### config.mk
export PLATFORM = sky130hd
export DESIGN_NAME = pco_clock_out
export DESIGN_NICKNAME = d
export VERILOG_FILES = /design/src/hdl/pco_pkg.sv /design/src/hdl/pco_synth_if.sv /design/src/hdl/pco_clock_out.sv /design/src/hdl/pco_synth_div.sv
export SDC_FILE = /design/constraint.sdc
export NUM_CORES = 1
export LEC_CHECK = 0
export ABC_CLOCK_PERIOD_IN_PS = 2600
export BUFFER_PORTS_ARGS = -buffer_cell sky130_fd_sc_hd__clkbuf_2
export CAP_MARGIN = 20
export CELL_PAD_IN_SITES_DETAIL_PLACEMENT = 0
export CELL_PAD_IN_SITES_GLOBAL_PLACEMENT = 2
export CORE_ASPECT_RATIO = 1.5
export CORE_MARGIN = 5
export CORE_UTILIZATION = 34
export CTS_CLUSTER_SIZE = 40
export DETAILED_ROUTE_END_ITERATION = 10
export HOLD_SLACK_MARGIN = 0.1
export PLACE_DENSITY_LB_ADDON = 0.25
export SLEW_MARGIN = 10
export SYNTH_ARGS = -nofsm -noshare
export SYNTH_HDL_FRONTEND = slang
export SYNTH_SLANG_ARGS = --single-unit
### constraint.sdc
create_clock -name clock -period 2.6 [get_ports clock]
set_input_delay 0 -clock clock [delete_from_list [all_inputs] [get_ports clock]]
set_output_delay 0 -clock clock [all_outputs]
set_load 0.05 [all_outputs]
### src/hdl/pco_pkg.sv
// constants and types for the synthesizer and clock-out control block
package pco_pkg;
  // ------------------------------------------------------------
  // register map
  // ------------------------------------------------------------
  localparam int ADDR_W = 12;
  localparam logic [7:0] IDX_CTRL = 8'h3D;
  localparam logic [7:0] IDX_DIV = 8'h3E;
  localparam logic [7:0] IDX_STAT = 8'h50;
  localparam logic [ADDR_W-1:0] ADDR_CTRL = {2'h0, IDX_CTRL, 2'h0};
  localparam logic [ADDR_W-1:0] ADDR_DIV = {2'h0, IDX_DIV, 2'h0};
  localparam logic [ADDR_W-1:0] ADDR_STAT = {2'h0, IDX_STAT, 2'h0};
  // ------------------------------------------------------------
  // fields and reset values
  // ------------------------------------------------------------
  localparam int SEL_HI = 7;
  localparam int SEL_LO = 4;
  localparam int EN_BIT = 3;
  localparam int PD_BIT = 2;
  localparam int FB_HI = 1;
  localparam int FB_LO = 0;
  localparam logic [7:0] CTRL_RST = 8'h00;
  localparam logic [7:0] DIV_RST = 8'h08;
  localparam logic [7:0] DIV_MIN = 8'h08;
  // ------------------------------------------------------------
  // synthesizer figures
  // ------------------------------------------------------------
  localparam int XTAL_KHZ = 27120;
  localparam logic [4:0] FB_23 = 5'h17;
  localparam logic [4:0] FB_27 = 5'h1B;
  localparam logic [4:0] FB_28 = 5'h1C;
  localparam int CLK_SCALE = 8;
  localparam int ACC_W = 12;
  localparam int XCNT_W = 6;
  // ------------------------------------------------------------
  // types
  // ------------------------------------------------------------
  typedef logic [7:0] pco_byte_t;
  typedef enum logic [3:0] {
    SRC_GPIO = 4'h0,
    SRC_SYNTH = 4'h1,
    SRC_LOW = 4'h2,
    SRC_HIGH = 4'h3,
    SRC_XTAL1 = 4'h4,
    SRC_XTAL2 = 4'h5,
    SRC_XTAL4 = 4'h6,
    SRC_XTAL8 = 4'h7,
    SRC_TMR0 = 4'h8,
    SRC_TMR2 = 4'h9,
    SRC_TMR3 = 4'hA
  } pco_src_e;
endpackage : pco_pkg

### src/hdl/pco_synth_if.sv
// signals between clock-out control and synthesizer divider
interface pco_synth_if;
  logic [4:0] fbFactor;
  logic [7:0] divValue;
  logic run;
  logic synthClk;
  logic tick;
  modport ctrl (output fbFactor, output divValue, output run,
    input synthClk, input tick);
  modport div (input fbFactor, input divValue, input run,
    output synthClk, output tick);
endinterface : pco_synth_if

### src/hdl/pco_clock_out.sv
// synthesizer control and clock-out pin source selector, APB slave
// Operation
// - intermediate rate is crystal times feedback factor, halved.
// - synthesizer output is intermediate rate divided by output divider.
// - source 0 GPIO, 1 synthesizer, 2 low, 3 high.
// - sources 4 to 7 give crystal divided by 1, 2, 4, 8.
// - sources 8, 9, A toggle pin on timer 0, 2, 3 overflow.
// - pin carries selected clock only while clock-out enable set.
// - feedback field 00,01,10,11 selects 23,27,28,23.
// - output divider 8 to 254; software never writes 0 to 7.
//
// Decided for this implementation: the APB interface to the registers.
module pco_clock_out
  import pco_pkg::*;
(
  // clock and reset
  input wire logic clock,
  input wire logic rst_n,
  // apb slave
  input wire logic psel,
  input wire logic penable,
  input wire logic pwrite,
  input wire logic [pco_pkg::ADDR_W-1:0] paddr,
  input wire logic [31:0] pwdata,
  output logic [31:0] prdata,
  output logic pready,
  output logic pslverr,
  // timer overflow pulses
  input wire logic timerZeroOvf,
  input wire logic timerTwoOvf,
  input wire logic timerThreeOvf,
  // general-purpose drive of the pin
  input wire logic gpioPinOut,
  input wire logic gpioPinOenN,
  // clock-out pin
  input wire logic clockOutPinIn,
  output logic clockOutPinOut,
  output logic clockOutPinOenN
);
  import pco_pkg::*;

  logic [1:0] rstSync_ff;
  logic rstN;
  pco_byte_t ctrl_ff, nxt_ctrl;
  pco_byte_t div_ff, nxt_div;
  logic [31:0] rdata_ff, nxt_rdata;
  logic [XCNT_W-1:0] xCnt_ff, nxt_xCnt;
  logic tmrTog_ff, nxt_tmrTog;
  logic pinOut_ff, nxt_pinOut;
  logic pinOenN_ff, nxt_pinOenN;
  logic mapped;
  logic wrStb;
  logic clkEn;
  logic pwrDown;
  pco_src_e src;
  logic tmrOvf;

  pco_synth_if sy ();

  // ------------------------------------------------------------
  // reset release
  // ------------------------------------------------------------
  always_ff @(posedge clock or negedge rst_n)
  begin
    if (!rst_n)
      rstSync_ff <= 2'h0;
    else
      rstSync_ff <= {rstSync_ff[0], 1'b1};
  end
  assign rstN = rstSync_ff[1];

  // ------------------------------------------------------------
  // apb register file
  // ------------------------------------------------------------
  assign mapped = (paddr == ADDR_CTRL) || (paddr == ADDR_DIV) ||
    (paddr == ADDR_STAT);
  assign wrStb = psel && penable && pwrite && mapped;
  assign pready = 1'b1;
  assign pslverr = psel && penable && !mapped;
  assign prdata = rdata_ff;

  always_comb
  begin
    nxt_ctrl = ctrl_ff;
    nxt_div = div_ff;
    nxt_rdata = rdata_ff;
    if (wrStb && paddr == ADDR_CTRL)
      nxt_ctrl = pwdata[7:0];
    if (wrStb && paddr == ADDR_DIV)
      nxt_div = pwdata[7:0];
    if (psel && !penable)
    begin
      case (paddr)
        ADDR_CTRL: nxt_rdata = {24'h000000, ctrl_ff};
        ADDR_DIV: nxt_rdata = {24'h000000, div_ff};
        ADDR_STAT: nxt_rdata = {29'h0000000, clockOutPinIn, sy.run,
          sy.synthClk};
        default: nxt_rdata = 32'h00000000;
      endcase
    end
  end

  always_ff @(posedge clock or negedge rstN)
  begin
    if (!rstN)
    begin
      ctrl_ff <= CTRL_RST;
      div_ff <= DIV_RST;
      rdata_ff <= 32'h00000000;
    end
    else
    begin
      ctrl_ff <= nxt_ctrl;
      div_ff <= nxt_div;
      rdata_ff <= nxt_rdata;
    end
  end

  // ------------------------------------------------------------
  // synthesizer
  // ------------------------------------------------------------
  assign clkEn = ctrl_ff[EN_BIT];
  assign pwrDown = ctrl_ff[PD_BIT];
  assign src = pco_src_e'(ctrl_ff[SEL_HI:SEL_LO]);

  always_comb
  begin
    case (ctrl_ff[FB_HI:FB_LO])
      2'h1: sy.fbFactor = FB_27;
      2'h2: sy.fbFactor = FB_28;
      default: sy.fbFactor = FB_23;
    endcase
    sy.divValue = div_ff;
    sy.run = !pwrDown;
  end

  pco_synth_div u_div (
    .clock(clock),
    .rstN(rstN),
    .sy(sy.div)
  );

  // ------------------------------------------------------------
  // crystal divider and timer toggle
  // ------------------------------------------------------------
  always_comb
  begin
    nxt_xCnt = xCnt_ff + XCNT_W'(1);
    case (src)
      SRC_TMR0: tmrOvf = timerZeroOvf;
      SRC_TMR2: tmrOvf = timerTwoOvf;
      SRC_TMR3: tmrOvf = timerThreeOvf;
      default: tmrOvf = 1'b0;
    endcase
    nxt_tmrTog = tmrOvf ? !tmrTog_ff : tmrTog_ff;
  end

  always_ff @(posedge clock or negedge rstN)
  begin
    if (!rstN)
    begin
      xCnt_ff <= '0;
      tmrTog_ff <= 1'b0;
    end
    else
    begin
      xCnt_ff <= nxt_xCnt;
      tmrTog_ff <= nxt_tmrTog;
    end
  end

  // ------------------------------------------------------------
  // pin source selector
  // ------------------------------------------------------------
  always_comb
  begin
    nxt_pinOenN = 1'b0;
    case (src)
      SRC_GPIO:
      begin
        nxt_pinOut = gpioPinOut;
        nxt_pinOenN = gpioPinOenN;
      end
      SRC_SYNTH: nxt_pinOut = sy.synthClk && sy.run;
      SRC_LOW: nxt_pinOut = 1'b0;
      SRC_HIGH: nxt_pinOut = 1'b1;
      SRC_XTAL1: nxt_pinOut = xCnt_ff[2];
      SRC_XTAL2: nxt_pinOut = xCnt_ff[3];
      SRC_XTAL4: nxt_pinOut = xCnt_ff[4];
      SRC_XTAL8: nxt_pinOut = xCnt_ff[5];
      SRC_TMR0, SRC_TMR2, SRC_TMR3: nxt_pinOut = tmrTog_ff;
      default: nxt_pinOut = 1'b0;
    endcase
    if (!clkEn && src != SRC_GPIO)
    begin
      nxt_pinOut = 1'b0;
      nxt_pinOenN = 1'b1;
    end
  end

  always_ff @(posedge clock or negedge rstN)
  begin
    if (!rstN)
    begin
      pinOut_ff <= 1'b0;
      pinOenN_ff <= 1'b1;
    end
    else
    begin
      pinOut_ff <= nxt_pinOut;
      pinOenN_ff <= nxt_pinOenN;
    end
  end

  assign clockOutPinOut = pinOut_ff;
  assign clockOutPinOenN = pinOenN_ff;
endmodule : pco_clock_out

### src/hdl/pco_synth_div.sv
// two-stage synthesizer model: feedback multiply-halve, output divide
module pco_synth_div
  import pco_pkg::*;
(
  // clock and reset
  input wire logic clock,
  input wire logic rstN,
  // control side
  pco_synth_if.div sy
);
  logic [ACC_W-1:0] acc_ff;
  logic [ACC_W-1:0] nxt_acc;
  logic clk_ff;
  logic nxt_clk;
  logic [7:0] effDiv;
  logic [ACC_W-1:0] thr;
  logic [ACC_W-1:0] sum;

  // ------------------------------------------------------------
  // accumulator
  // ------------------------------------------------------------
  always_comb
  begin
    effDiv = (sy.divValue < DIV_MIN) ? DIV_MIN : sy.divValue;
    thr = ACC_W'(effDiv) * ACC_W'(CLK_SCALE);
    sum = acc_ff + ACC_W'(sy.fbFactor);
    nxt_acc = sum;
    nxt_clk = clk_ff;
    sy.tick = 1'b0;
    if (!sy.run)
    begin
      nxt_acc = '0;
      nxt_clk = 1'b0;
    end
    else if (sum >= thr)
    begin
      nxt_acc = sum - thr;
      nxt_clk = !clk_ff;
      sy.tick = 1'b1;
    end
  end

  always_ff @(posedge clock or negedge rstN)
  begin
    if (!rstN)
    begin
      acc_ff <= '0;
      clk_ff <= 1'b0;
    end
    else
    begin
      acc_ff <= nxt_acc;
      clk_ff <= nxt_clk;
    end
  end

  assign sy.synthClk = clk_ff;
endmodule : pco_synth_div

==> summary.md <==
| Metric | Value |
|---|---|
| Status | `finished, violations left` |
| Failing checks | `setup timing` |
| Post-Syn Area | `3150 um^2` |
| I/O Buffers | `41` |
| Effective utilization at floorplan | `34.5%` |
| Skew final | `0.00452 ns` |
| Crit Reg-Reg Startpoint | `ctrl_ff[1]$_DFFE_PN0P_` |
| Largest area contributor in the netlist | `dfrtp_1` |
| Final Max Slew Viols | `0` |
| GRT Total Usage | `16.3%` |
| Placed cell area | `3820 um^2` |
| Final min period | `3.49 ns` |
| Critical Path AT | `3.68 ns` |
| Power Dens Cells | `365 nW/um^2` |
| CP Capture Type | `flop` |
| CTS Buffer Depth | `2` |
| DR DRC count | `0` |
| R2R Setup Slk | `-0.89 ns` |
| DR pass1 iterations | `4` |
| LEAKAGE | `2.12 nW` |
| Worst setup SP type | `flop` |
| Multi-input gate area | `1970 um^2` |
| Main synth FF type | `dfrtp_1` |
| Final ANT Viol Nets | `0` |
| Seq cells post-synth | `48` |
| Die area | `11300 um^2` |
| Global-route wire length before repair | `14300 um` |
| Pwr Total | `1.62 mW` |
| Root buffer cell | `clkbuf_16` |
| Placed cell count | `530` |
| Slowest CP cell | `dfrtp_1` |
| Synth Warn # | `0` |
| CTS tree | `yes` |
| Worst vdd ir | `0.249 mV` |
| Total wire length | `8690 um` |
| Distinct cell type count after synthesis | `58` |
| Fill cells | `912` |
| Iteration-0 DRC Markers | `93` |
| Final setup violation count | `10` |
| GP Congestion | `0.823` |
| Die Y | `128 um` |
| Sequential area share after synthesis | `38.2%` |
| Vias | `2805` |
| Most common cell after layout, fill and taps aside | `buf_4` |
| Final Non-Filler Cells | `565` |
| Place WS | `-1.12 ns` |
| Avg Inst Size Synth | `9.53 um^2` |
| Remaining global-route overflow | `0` |
| Antenna fix cells | `0` |
| Std cell rows | `43` |
| CP Class | `flop to flop` |
| Slew @ Worst Pin | `0.669 ns` |
| Commonest non-fill, non-tap cells in the layout | `buf_4 (66), dfrtp_1 (45), clkbuf_2 (41)` |
| Smallest hold slack | `0.101 ns` |
| Crit path from | `ctrl_ff[1]$_DFFE_PN0P_` |
| Max cap viols | `0` |
| Critical Path Max Stage Delay | `0.42 ns` |
| Yosys top cell area share | `36.5%` |
| Worst hold path class | `primary input to flop` |
| FFs w/ async S/R, synth | `100%` |
| Largest net degree at the start of global routing | `21` |
| Worst-path clk slew | `0.07 ns` |
| Vias in the first global route | `3013` |
| EDFF count, synth | `0` |
| CORE AREA | `9150 um^2` |
| Cell mode on critical path | `ha_4` |
| Layout Area Growth over Synthesis | `40.7%` |
| Largest cells by area after synthesis | `dfrtp_1 (37%), buf_4 (6.0%), ha_1 (6.0%)` |
| Drt wl/cell | `15.4 um` |
| Unrepaired setup endpoints after global routing | `true` |
| PnR worst setup slack | `-0.891 ns` |
| Synth Instances | `331` |
| Crit share post-route | `134%` |
| I/O pins | `91` |
| Nets | `524` |
| H-tree levels | `2` |
| Register Area | `1200 um^2` |
| Initial antenna violation count | `0` |
| Hold path startpoint | `timerThreeOvf` |
| Post-DP HPWL | `6880 um` |
| Die W | `88.6 um` |
| Vias per Instance | `4.96` |
| Fmax | `286 MHz` |
| CP required | `2.79 ns` |
| Final instance area | `4440 um^2` |
| CTS Buf Count | `5` |
| Clock sinks | `48` |
| Fraction of layout cells with a size suffix above 1 | `38.4%` |
| Critical-path cell list | `ha_4, inv_4, ha_4, inv_2, fa_2, and3b_2, o2111ai_4, xnor2_4, ha_4, and4_4, a41o_1, a311oi_4, buf_6, buf_12, and2_4, o41ai_4` |
| Final hold violation count | `0` |
| Max FO, Critical Path | `6` |
| Worst-Skew Late Latency | `0.29 ns` |
| Max_slew headroom | `55.4%` |
-- cell usage after synthesis (3+ instances only) --
master / count
nor4_1: 3
and4_1: 3
xor2_1: 5
o41ai_2: 3
nand3b_1: 3
nand4_1: 5
o21a_1: 3
o31ai_1: 3
a21o_1: 4
buf_4: 25
nor3_1: 5
dfrtp_1: 46
a21oi_1: 12
a211oi_1: 5
nor2b_1: 7
a22oi_1: 8
nand2b_1: 4
o22ai_1: 3
o211ai_1: 4
nor3b_1: 3
xnor2_1: 10
nand3_1: 8
o21ai_0: 27
mux2_2: 9
nor2_1: 14
ha_1: 15
inv_1: 21
and2_1: 3
nand2_1: 29
clkbuf_1: 5
-- layout make-up --
cell class | count | share of cell area [%]
Tap cell | 112 | 3.16
Sequential cell | 48 | 27.2
Timing Repair Buffer | 124 | 20.0
Multi-Input combinational cell | 252 | 44.5
Inverter | 21 | 1.83
Clock inverter | 1 | 0.169
Clock buffer | 7 | 3.21
-- cells by family (layout without fill, tap and decap cells) --
family / after synthesis / count (layout) / synth area share [%]
buffers and inverters: 55 / 153 / 9.84
DFF: 48 / 48 / 38.2
adders and majority gates: 17 / 17 / 7.22
and+or+nand+nor: 98 / 98 / 17.3
other: 2 / 26 / 0.238
muxes: 11 / 11 / 4.25
AOI/OAI and AO/OA: 85 / 85 / 18.8
xor gates and xnor gates: 15 / 15 / 4.17
-- worst max-delay path, delay by kind of cell (launching register included) --
kind	cells	cell delay [ns]
flip-flops	1	0.42
adder cells (fa/ha/maj)	4	0.97
buffers and inverters	4	0.35
AO/OA/AOI/OAI	4	0.74
XOR/XNOR	1	0.20
AND/OR/NAND/NOR	3	0.69
-- power by group --
part	switching (mW)	total (mW)	internal [mW]
Combinational	0.131	0.177	0.0467
Clock	0.298	0.682	0.384
Sequential	0.00732	0.758	0.751
-- registers in the layout, summed over array words and instances, names as in the netlist --
| name | cells |
|---|---|
| prdata | 8 |
| ctrl_ff | 8 |
| clockOutPinOenN | 1 |
| xCnt_ff | 6 |
| rstSync_ff | 2 |
| u_div.acc_ff | 12 |
| tmrTog_ff | 1 |
| div_ff | 8 |
| clockOutPinOut | 1 |
| u_div.sy.synthClk | 1 |
-- routing by layer --
metal	wire length (um)	GRT usage (%)	share of wire, %	up-vias
met1	3310	17.5	38	1359
li1	-	-	-	1378
met2	4850	30.4	56	51
met3	251	2.38	2.9	17
met4	281	7.21	3.2	0
met5	0	0	0	-
-- worst paths after layout --
check / to / depth (start not counted)
worst max-delay path: u_div.acc_ff[8]$_DFF_PN0_ / 16
worst min-delay path: tmrTog_ff$_DFFE_PN0P_ / 5
worst max register to register: u_div.acc_ff[8]$_DFF_PN0_ / 16
worst min register to register: xCnt_ff[2]$_DFF_PN0_ / 0
max in group asynchronous: u_div.acc_ff[0]$_DFF_PN0_ / 1
min in group asynchronous: xCnt_ff[2]$_DFF_PN0_ / 0
-- what timing repair did --
item / 4_1_cts / 5_1_grt
hold buffers: 12 / 0
hold endpoints to repair: 20 / 0
pin swaps: 18 / 14
gates resized for setup: 23 / 18
setup endpoints to repair: 10 / 10
buffers inserted: 8 / 7
-- per-stage QoR --
step | setup TNS (ns) | util (%)
2_1_floorplan | -8.06 | -
4_1_cts | -7.91 | 46.7
5_1_grt | -9.94 | 48.5
3_3_place_gp | -9.90 | 41.8
6_report | -8.35 | 48.5
3_5_place_dp | -10.46 | 41.8
No activity file was read; power rests on OpenSTA's default activity.
